<file path="config.mk">
export PLATFORM = sky130hd
export DESIGN_NAME = ddrc_top
export DESIGN_NICKNAME = d
export VERILOG_FILES = /design/src/rtl/ddrc_pkg.sv /design/src/rtl/ddrc_sync.sv /design/src/rtl/ddrc_top.sv
export SDC_FILE = /design/constraint.sdc
export NUM_CORES = 1
export LEC_CHECK = 0
export BUFFER_PORTS_ARGS = -buffer_cell sky130_fd_sc_hd__buf_2
export CORE_ASPECT_RATIO = 1.1
export CORE_MARGIN = 2
export CORE_UTILIZATION = 30
export CTS_BUF_LIST = sky130_fd_sc_hd__clkbuf_8
export DETAILED_ROUTE_END_ITERATION = 8
export GPL_ROUTABILITY_DRIVEN = 0
export SYNTH_ARGS = -nofsm -noshare
export SYNTH_HDL_FRONTEND = slang
export SYNTH_SLANG_ARGS = --single-unit
</file>
<file path="constraint.sdc">
create_clock -name clk -period 1.78 [get_ports clk]
set_input_delay 0.178 -clock clk [delete_from_list [all_inputs] [get_ports clk]]
set_output_delay 0.178 -clock clk [all_outputs]
set_load 0.05 [all_outputs]
</file>
<file path="src/rtl/ddrc_pkg.sv">
// package for the dual domain reset control block
package ddrc_pkg;

	// ==========================================================
	// timing counts
	// ==========================================================
	localparam int unsigned DDRC_CLK_MHZ       = 100;
	localparam int unsigned DDRC_HOLD_NS       = 100;
	localparam int unsigned DDRC_HOLD_CYC      = (DDRC_HOLD_NS * DDRC_CLK_MHZ + 999) / 1000;
	localparam int unsigned DDRC_CNT_W         = 8;
	localparam int unsigned DDRC_SYNC_STAGES   = 2;

	// ==========================================================
	// reset values
	// ==========================================================
	localparam logic        DDRC_RST_ASSERTED  = 1'b0;
	localparam logic        DDRC_RST_RELEASED  = 1'b1;

	// ==========================================================
	// sequencer states
	// ==========================================================
	typedef enum logic [1:0] {
		DDRC_ST_POR  = 2'b00,
		DDRC_ST_MCU  = 2'b01,
		DDRC_ST_MAIN = 2'b10,
		DDRC_ST_RUN  = 2'b11
	} ddrc_state_t;

	// ==========================================================
	// status carrier
	// ==========================================================
	typedef struct packed {
		logic por_n;
		logic mcu_n;
		logic main_n;
	} ddrc_status_t;

endpackage : ddrc_pkg

</file>
<file path="src/rtl/ddrc_sync.sv">
// two flop level synchroniser with asynchronous assert
`timescale 1ns/1ps
module ddrc_sync
	import ddrc_pkg::*;
#(
	parameter logic RESET_VAL = 1'b0
) (
	input  wire logic clk,
	input  wire logic rst_n,
	input  wire logic d,
	output logic      q
);

	logic meta_r;
	logic meta_nxt;
	logic q_r;
	logic q_nxt;

	always_comb begin
		meta_nxt = d;
		q_nxt    = meta_r;
	end

	always_ff @(posedge clk or negedge rst_n) begin
		if (!rst_n) begin
			meta_r <= RESET_VAL;
			q_r    <= RESET_VAL;
		end else begin
			meta_r <= meta_nxt;
			q_r    <= q_nxt;
		end
	end

	assign q = q_r;

endmodule : ddrc_sync

</file>
<file path="src/rtl/ddrc_top.sv">
// dual domain reset control top
// Overview of operation
// (RQ1) A failing or unstable supply reaches the block as a power-on reset and resets all.
// (RQ2) Power-on reset asserted resets both the controller domain and the main domain.
// (RQ3) The power-on reset state is shown on its own status output.
// (RQ4) The controller warm reset input resets without raising a power-on reset.
// (RQ5) While the controller warm reset is low, both domains are held in reset.
// (RQ6) The controller status output shows whether that domain is in reset.
// (RQ7) The main warm reset request resets only the main domain.
// (RQ8) The main status output tracks the main domain reset state.
// (RQ9) The carrier holds the main warm reset request high when no reset is intended.
// (RQ10) Inputs from other domains are synchronised before use.
// (RQ11) All reset inputs and status outputs are active low.
`timescale 1ns/1ps
module ddrc_top
	import ddrc_pkg::*;
#(
	parameter int unsigned HOLD_CYC = DDRC_HOLD_CYC
) (
	input  wire logic clk,
	input  wire logic rst_n,
	input  wire logic power_on_reset_in_n,
	input  wire logic mcu_domain_warm_reset_in_n,
	input  wire logic main_domain_warm_reset_req_n,
	output logic      power_on_reset_status_out_n,
	output logic      mcu_domain_reset_status_out_n,
	output logic      main_domain_reset_status_out_n
);

	// ==========================================================
	// input synchronisers
	// ==========================================================
	logic por_s;
	logic mcu_s;
	logic main_s;

	// (RQ10) sync power-on
	ddrc_sync #(.RESET_VAL(DDRC_RST_ASSERTED)) u_sync_por (
		.clk   (clk),
		.rst_n (rst_n),
		.d     (power_on_reset_in_n),
		.q     (por_s)
	);

	// (RQ10) sync mcu warm
	ddrc_sync #(.RESET_VAL(DDRC_RST_ASSERTED)) u_sync_mcu (
		.clk   (clk),
		.rst_n (rst_n),
		.d     (mcu_domain_warm_reset_in_n),
		.q     (mcu_s)
	);

	// (RQ10) sync main warm
	ddrc_sync #(.RESET_VAL(DDRC_RST_ASSERTED)) u_sync_main (
		.clk   (clk),
		.rst_n (rst_n),
		.d     (main_domain_warm_reset_req_n),
		.q     (main_s)
	);

	// ==========================================================
	// sequencer
	// ==========================================================
	ddrc_state_t             state_r;
	ddrc_state_t             state_nxt;
	logic [DDRC_CNT_W-1:0]   cnt_r;
	logic [DDRC_CNT_W-1:0]   cnt_nxt;
	ddrc_status_t            stat_r;
	ddrc_status_t            stat_nxt;
	logic                    hold_done;

	assign hold_done = (cnt_r >= DDRC_CNT_W'(HOLD_CYC - 1));

	always_comb begin
		state_nxt = state_r;
		cnt_nxt   = hold_done ? cnt_r : cnt_r + 1'b1;
		// (RQ1) (RQ2) power-on resets all
		if (!por_s) begin
			state_nxt = DDRC_ST_POR;
			cnt_nxt   = '0;
		// (RQ4) (RQ5) warm reset both
		end else if (!mcu_s) begin
			if (state_r != DDRC_ST_POR) begin
				state_nxt = DDRC_ST_MCU;
			end
			cnt_nxt = '0;
		// (RQ7) main only reset
		end else if (!main_s) begin
			if (state_r == DDRC_ST_RUN || state_r == DDRC_ST_MAIN || hold_done) begin
				state_nxt = DDRC_ST_MAIN;
				cnt_nxt   = '0;
			end
		end else begin
			unique case (state_r)
				DDRC_ST_POR,
				DDRC_ST_MCU,
				DDRC_ST_MAIN: begin
					if (hold_done) begin
						state_nxt = DDRC_ST_RUN;
					end
				end
				DDRC_ST_RUN: begin
					state_nxt = DDRC_ST_RUN;
				end
			endcase
		end
		// (RQ3) (RQ6) (RQ8) (RQ11) status decode
		stat_nxt.por_n  = (state_nxt != DDRC_ST_POR);
		stat_nxt.mcu_n  = (state_nxt == DDRC_ST_RUN) || (state_nxt == DDRC_ST_MAIN);
		stat_nxt.main_n = (state_nxt == DDRC_ST_RUN);
	end

	always_ff @(posedge clk or negedge rst_n) begin
		if (!rst_n) begin
			state_r <= DDRC_ST_POR;
			cnt_r   <= '0;
			stat_r  <= '0;
		end else begin
			state_r <= state_nxt;
			cnt_r   <= cnt_nxt;
			stat_r  <= stat_nxt;
		end
	end

	assign power_on_reset_status_out_n    = stat_r.por_n;
	assign mcu_domain_reset_status_out_n  = stat_r.mcu_n;
	assign main_domain_reset_status_out_n = stat_r.main_n;

	// ==========================================================
	// assertions
	// ==========================================================
	// (RQ2) power-on resets all
	property p_por_all;
		@(posedge clk) disable iff (!rst_n)
		!por_s |=> !power_on_reset_status_out_n && !mcu_domain_reset_status_out_n
			&& !main_domain_reset_status_out_n;
	endproperty
	a_por_all: assert property (p_por_all) else $error("por did not reset all"); // (RQ2)

	// (RQ3) power-on status held
	property p_por_status;
		@(posedge clk) disable iff (!rst_n)
		$rose(por_s) |=> !power_on_reset_status_out_n;
	endproperty
	a_por_status: assert property (p_por_status) else $error("por status early"); // (RQ3)

	// (RQ3) status follows input
	property p_por_track;
		@(posedge clk) disable iff (!rst_n)
		power_on_reset_status_out_n |-> $past(por_s);
	endproperty
	a_por_track: assert property (p_por_track) else $error("por status high in por"); // (RQ3)

	// (RQ1) supply fail resets
	property p_supply_fail;
		@(posedge clk) disable iff (!rst_n)
		$fell(power_on_reset_in_n) |-> ##3 !power_on_reset_status_out_n;
	endproperty
	a_supply_fail: assert property (p_supply_fail) else $error("supply fail no reset"); // (RQ1)

	// (RQ4) warm keeps por
	property p_warm_no_por;
		@(posedge clk) disable iff (!rst_n)
		por_s && power_on_reset_status_out_n |=> power_on_reset_status_out_n;
	endproperty
	a_warm_no_por: assert property (p_warm_no_por) else $error("warm raised por"); // (RQ4)

	// (RQ5) warm resets both
	property p_mcu_both;
		@(posedge clk) disable iff (!rst_n)
		!mcu_s |=> !mcu_domain_reset_status_out_n && !main_domain_reset_status_out_n;
	endproperty
	a_mcu_both: assert property (p_mcu_both) else $error("mcu warm not both"); // (RQ5)

	// (RQ6) mcu status tracks
	property p_mcu_stat;
		@(posedge clk) disable iff (!rst_n)
		mcu_domain_reset_status_out_n |-> $past(por_s) && $past(mcu_s);
	endproperty
	a_mcu_stat: assert property (p_mcu_stat) else $error("mcu status wrong"); // (RQ6)

	// (RQ7) main leaves mcu
	property p_main_only;
		@(posedge clk) disable iff (!rst_n)
		por_s && mcu_s && !main_s && mcu_domain_reset_status_out_n
			|=> mcu_domain_reset_status_out_n && !main_domain_reset_status_out_n;
	endproperty
	a_main_only: assert property (p_main_only) else $error("main req hit mcu"); // (RQ7)

	// (RQ7) mcu runs past main
	property p_mcu_past_main;
		@(posedge clk) disable iff (!rst_n)
		!mcu_domain_reset_status_out_n && por_s && mcu_s && !main_s && hold_done
			|=> mcu_domain_reset_status_out_n && !main_domain_reset_status_out_n;
	endproperty
	a_mcu_past_main: assert property (p_mcu_past_main) else $error("main req held mcu"); // (RQ7)

	// (RQ8) main release
	property p_main_rel;
		@(posedge clk) disable iff (!rst_n)
		!main_domain_reset_status_out_n && por_s && mcu_s && main_s && hold_done
			|=> main_domain_reset_status_out_n;
	endproperty
	a_main_rel: assert property (p_main_rel) else $error("main not released"); // (RQ8)

	// (RQ8) main status tracks
	property p_main_track;
		@(posedge clk) disable iff (!rst_n)
		main_domain_reset_status_out_n |-> $past(por_s) && $past(mcu_s) && $past(main_s);
	endproperty
	a_main_track: assert property (p_main_track) else $error("main status high in reset"); // (RQ8)

	// (RQ10) sync latency
	property p_sync_lat;
		@(posedge clk) disable iff (!rst_n)
		$fell(main_domain_warm_reset_req_n) ##1 !main_domain_warm_reset_req_n |=> !main_s;
	endproperty
	a_sync_lat: assert property (p_sync_lat) else $error("sync latency wrong"); // (RQ10)

	c_por:  cover property (@(posedge clk) disable iff (!rst_n) $rose(power_on_reset_status_out_n));
	c_mcu:  cover property (@(posedge clk) disable iff (!rst_n) state_r == DDRC_ST_MCU);
	c_main: cover property (@(posedge clk) disable iff (!rst_n)
		state_r == DDRC_ST_MAIN && mcu_domain_reset_status_out_n);
	c_mcu_main: cover property (@(posedge clk) disable iff (!rst_n)
		state_r == DDRC_ST_MCU ##1 state_r == DDRC_ST_MAIN);
	c_por_main: cover property (@(posedge clk) disable iff (!rst_n)
		state_r == DDRC_ST_POR ##1 state_r == DDRC_ST_MAIN);

endmodule : ddrc_top

</file>
# After elaboration in Yosys (flattened, before gate mapping)
# Index checks and enable logic that the tools add are counted.
# classes
n_addsub	1
order_cmp	1
eq_ne	5
muxes	12
reduce_logical	7
# op_table
cell	n
8-bit two-way mux	5
2-bit two-way mux	6
8-bit by 1-bit adder with 8-bit output, second input constant	1
2-bit == test, second input constant	4
8-bit by 4-bit >= comparator with 1-bit output, second input constant	1
2-bit case mux with 2 select lines	1
2-bit nonzero test	2
1-bit logical OR	3
3-bit OR reduction	1
2-bit by 1-bit == test with 1-bit output, second input constant	1
2-bit logical NOT	1
# totals
ff_bits	19
input_bits	5
output_inout_bits	3
word_cells	37

# Depth between registers and ports, before layout
# depth
word_depth	9
ltp_mapped	6
mapped_depth_nobuf	6

# Hierarchy
# A second synthesis with hierarchy kept.
# hier_totals
hier_cells	61
area_unflattened_um2	759.5
# modules_own_cells
mod	instances	cells_each	area_per_inst_um2	seq_area_each_um2
ddrc_top	1	55	609.3	325.3
ddrc_sync	3	2	50.0	50.0

# Least setup slack after synthesis
# OpenSTA, ideal clock, no wires.
# synth_timing
path_kind	reg2reg
startpoint	reg cnt_r[0]
endpoint	reg state_r[0]
setup_ps	123
arrival_time_ps	1689
required_time_ps	1657
setup_slack_ps	-31
path_stages_with_launch	7
synth_period_minus_slack_ps	1811
cell_sequence	dfrtp_1 -> inv_1 -> ha_1 -> or3b_2 -> a21oi_2 -> a21oi_1 -> o221a_2
# synth_between
elab_chain_cells	6
# synth_lines
element	line_no	rtl
from (decl)	ddrc_top.sv:66	logic [DDRC_CNT_W-1:0] cnt_r;
from (signal assigned)	ddrc_top.sv:120	cnt_r <= cnt_nxt;
8-bit by 4-bit >= comparator with 1-bit output *	ddrc_top.sv:72	assign hold_done = (cnt_r >= DDRC_CNT_W'(HOLD_CYC - 1));
2-bit two-way mux or 1-bit logical OR (tied branches)	ddrc_top.sv:98, ddrc_top.sv:89	
2-bit case mux with 2 select lines or 2-bit two-way mux (tied branches)	ddrc_top.sv:94, ddrc_top.sv:89	
2-bit two-way mux *	ddrc_top.sv:88	end else if (!main_s) begin
2-bit two-way mux *	ddrc_top.sv:82	end else if (!mcu_s) begin
2-bit two-way mux *	ddrc_top.sv:78	if (!por_s) begin
net state_nxt[0]	ddrc_top.sv:65	ddrc_state_t state_nxt;
to (signal assigned)	ddrc_top.sv:119	state_r <= state_nxt;
to (decl)	ddrc_top.sv:64	ddrc_state_t state_r;
# Mark *: on every way through the listed nets, which the timed path passes. The rest lies on a longest branch.

# Final worst setup path
# Ends and elaborated chain as after synthesis.

==> metrics.log <==
[metrics] status: finished, final reports clean
[metrics] number of port buffers: 7
[metrics] max capacitance violation total: 0
[metrics] dominant cell type by area after synthesis: sky130_fd_sc_hd__dfrtp_1
[metrics] VDD IR-drop max: 0.4492 mV
[metrics] EDFF count, synth: 0
[metrics] Synth top cells by count: sky130_fd_sc_hd__dfrtp_1, sky130_fd_sc_hd__nor2_1, sky130_fd_sc_hd__inv_1
[metrics] most common cell in the synthesized netlist: sky130_fd_sc_hd__dfrtp_1
[metrics] Hold Path Class: input port to register
[metrics] full die area: 0.002951 mm^2
[metrics] via count of the first global-routing pass: 477
[metrics] Die W: 51.98 um
[metrics] largest registers ranked by flip-flop count: cnt_r x8, state_r x2
[metrics] average cell area after synthesis: 12.45 um^2
[metrics] number of sinks driven by the clock tree: 19
[metrics] detailed route wirelength on metal3: 45 um
[metrics] fin worst setup slack: 0.08722 ns
[metrics] number of antenna violations at the first check in global routing: 0
[metrics] Clock Tree Root: sky130_fd_sc_hd__clkbuf_8
[metrics] shortest period the worst path allows: 1.693 ns
[metrics] internal power: 622.0 uW
[metrics] Sw Share: 0.2187
[metrics] DRC viols: 0
[metrics] portion of total power attributed to the clock network: 0.372
[metrics] combined area of all synthesized cells: 759.5 um^2
[metrics] gr usage total: 0.09566
[metrics] element type at the critical path start: register
[metrics] largest fanout on the critical path: 4
[metrics] part of the power in registers: 0.566
[metrics] CTS tree: done
[metrics] number of CTS-inserted buffers: 3
[metrics] Post-Syn Instances: 61
[metrics] Least-Margin Pin Slew: 0.5399 ns
[metrics] 1st-pass router iterations: 4
[metrics] crit path to: state_r[0]$_DFF_PN0_
[metrics] number of nets at the end of the flow: 88
[metrics] critical path launch point: cnt_r[0]$_DFF_PN0_
[metrics] global-route wire length before repair: 2028 um
[metrics] WP data required: 1.92 ns
[metrics] setup slack on the worst flop-to-flop path: 0.09 ns
[metrics] routed wl met2: 525 um
[metrics] Combinational Power Share: 0.062
[metrics] Highest Clock Rate: 590.7 MHz
[metrics] largest reg by FF count: cnt_r
[metrics] net switching power figure: 174.1 uW
[metrics] via total after detailed routing: 475
[metrics] critical path endpoint category: register
[metrics] final clock period utilization by the worst path: 0.9510
[metrics] r2r startpoint: cnt_r[0]$_DFF_PN0_
[metrics] proportion of register bits with asynchronous set or reset after synthesis: 1.000
[metrics] number of cell instances on the worst register-to-register path: 6
[metrics] Post-DP HPWL: 831.7 um
[metrics] synth-to-layout area growth: 23.72%
[metrics] number of flip-flops in the largest register: 8
[metrics] P_leak: 0.0004397 uW
[metrics] leading register cell type out of synthesis: sky130_fd_sc_hd__dfrtp_1
[metrics] Clock transition at path regs: 0.07 ns
[metrics] number of H-tree levels: 1
[metrics] distinct cell type count of the synthesized netlist: 22
[metrics] Syn Nets: 69
[metrics] final-report hold violation count: 0
[metrics] top metal layer carrying routed signals: met4
[metrics] pre-CTS setup slack: -0.03249 ns
[metrics] DRC violation total after the first TritonRoute iteration: 12
[metrics] RR Endpoint: state_r[0]$_DFF_PN0_
[metrics] data arrival at the endpoint of the critical path: 1.84 ns
[metrics] area inside the core boundary: 0.002449 mm^2
[metrics] number of filler instances in the final layout: 242
[metrics] Rows: 19
[metrics] Top-Level Pins: 8
[metrics] post-detailed-route count of antenna-violating nets: 0
[metrics] final number of max-transition violations: 0
[metrics] leading post-synthesis cells by cell area: sky130_fd_sc_hd__dfrtp_1, sky130_fd_sc_hd__ha_1, sky130_fd_sc_hd__nor2_1
[metrics] unrepaired setup endpoints after global routing: yes
[metrics] total detailed-routing wirelength: 1123 um
[metrics] sequential fraction of the synthesis area: 0.6260
[metrics] register bit count reported by yosys: 19
[metrics] detailed-routing wirelength on met1: 530 um
[metrics] initial standard-cell utilization of the core: 0.3102
[metrics] fraction of layout instances using a drive strength above 1: 0.3038
[metrics] maximum clock skew at final layout: 0.003004 ns
[metrics] drt wl/cell: 10.21 um
[metrics] Max-Slew Margin vs Limit: 0.6367
[metrics] Via density: 4.318
[metrics] warnings from Yosys: 0
[metrics] category of the most critical setup path: register to register
[metrics] sum of negative setup slack: 0 ns
[metrics] maximum number of pins on one net before global-route repair: 20
[metrics] die extent in y: 56.77 um
[metrics] setup-violating endpoint count in the final report: 0
[metrics] number of diodes added for antenna fixing: 0
[metrics] total overflow reported by the global router: 0
[metrics] share of the synthesized area in the top cell type: 0.6260
[metrics] Worst-Skew Late Latency: 0.25 ns
[metrics] total power divided by cell area: 847.3 mW/mm^2
[metrics] Max Buffers Root-to-Sink: 2
[how the worst min path moves through the flow]
stage | startpoint | end | slack (ns) | depth (start not counted)
floorplan | rst_n | cnt_r[0]$_DFF_PN0_ | -0.12 | 0
global placement | rst_n | power_on_reset_status_out_n$_DFF_PN0_ | 0.13 | 1
detailed placement | rst_n | power_on_reset_status_out_n$_DFF_PN0_ | 0.14 | 1
CTS | power_on_reset_in_n | u_sync_por.meta_r$_DFF_PN0_ | 0.02 | 1
global route | main_domain_warm_reset_req_n | u_sync_main.meta_r$_DFF_PN0_ | 0.007 | 1
finish | power_on_reset_in_n | u_sync_por.meta_r$_DFF_PN0_ | 0.03 | 1
[routing by layer]
| layer | GRT usage | up-vias |
|---|---|---|
| li1 | - | 241 |
| met1 | 0.1146 | 221 |
| met2 | 0.1465 | 11 |
| met3 | 0.03191 | 2 |
| met4 | 0.05639 | 0 |
| met5 | 0 | - |
[power groups by stage]
stage	Clock (uW)	Combinational (uW)	Sequential, uW
2_1_floorplan	0	22.4	462
3_3_place_gp	0	45.9	458
3_5_place_dp	0	47.2	459
4_1_cts	314	50.9	450
5_1_grt	332	55.9	452
6_report	296	49.4	450
[worst max-delay path: stages, from the launching register on]
cell	delay [ns]
sky130_fd_sc_hd__dfrtp_1	0.40
sky130_fd_sc_hd__inv_1	0.06
sky130_fd_sc_hd__ha_1	0.15
sky130_fd_sc_hd__or3b_4	0.40
sky130_fd_sc_hd__a21oi_2	0.23
sky130_fd_sc_hd__a21oi_1	0.10
sky130_fd_sc_hd__o221a_2	0.24
[kinds of logic (layout without fill, tap and decap cells)]
kind of cell / after synthesis / count (layout) / synth area share
xor+xnor: 1 / 1 / 0.01153
fa+ha+maj: 3 / 3 / 0.04943
compound gates: 11 / 11 / 0.1302
flops: 19 / 19 / 0.6260
simple gates: 19 / 19 / 0.1351
mux: 1 / 1 / 0.01318
buf+inv: 7 / 25 / 0.03460
[through the flow]
stage / total power [uW] / hold WS, ns / instance area (um^2) / util / std cells
after CTS: 815.0 / 0.01542 / 939.7 / 0.3838 / 110
after detailed placement: 505.9 / 0.1350 / 870.8 / 0.3556 / 104
final: 796.2 / 0.02520 / 939.7 / 0.3838 / 110
after floorplan: 484.2 / -0.1176 / 759.5 / - / 61
after global routing: 840.0 / 0.006602 / 939.7 / 0.3838 / 110
after global placement: 504.1 / 0.1276 / 870.8 / 0.3556 / 104
[placed cells by master (no fill, tap or decap), types with 2 or more instances in the layout]
master	synthesis	final
sky130_fd_sc_hd__a21oi_1	2	2
sky130_fd_sc_hd__buf_2	0	7
sky130_fd_sc_hd__buf_4	0	6
sky130_fd_sc_hd__clkbuf_8	0	3
sky130_fd_sc_hd__dfrtp_1	19	19
sky130_fd_sc_hd__ha_1	3	3
sky130_fd_sc_hd__inv_1	7	7
sky130_fd_sc_hd__nand2_1	2	2
sky130_fd_sc_hd__nor2_1	10	10
sky130_fd_sc_hd__o21ai_0	3	3
[what timing repair did]
action / in CTS / in global routing
hold buffers: 1 / 0
gates resized for setup: 1 / 0
endpoints found under the setup margin: 3 / 6
pin swaps: 2 / 3
hold endpoints to repair: 19 / 0
buffers inserted: 1 / 0
[area by class of cell]
type	count	area, um^2	share of cell area
multi-input cells	35	260.3	0.2770
repair buffers	14	90.09	0.09587
clock inverters	1	7.507	0.007989
clock buffers	3	41.29	0.04394
flip-flops and latches	19	475.5	0.5060
inverters	7	26.28	0.02796
well taps	31	38.79	0.04128
(Power assumes the default switching activity.)
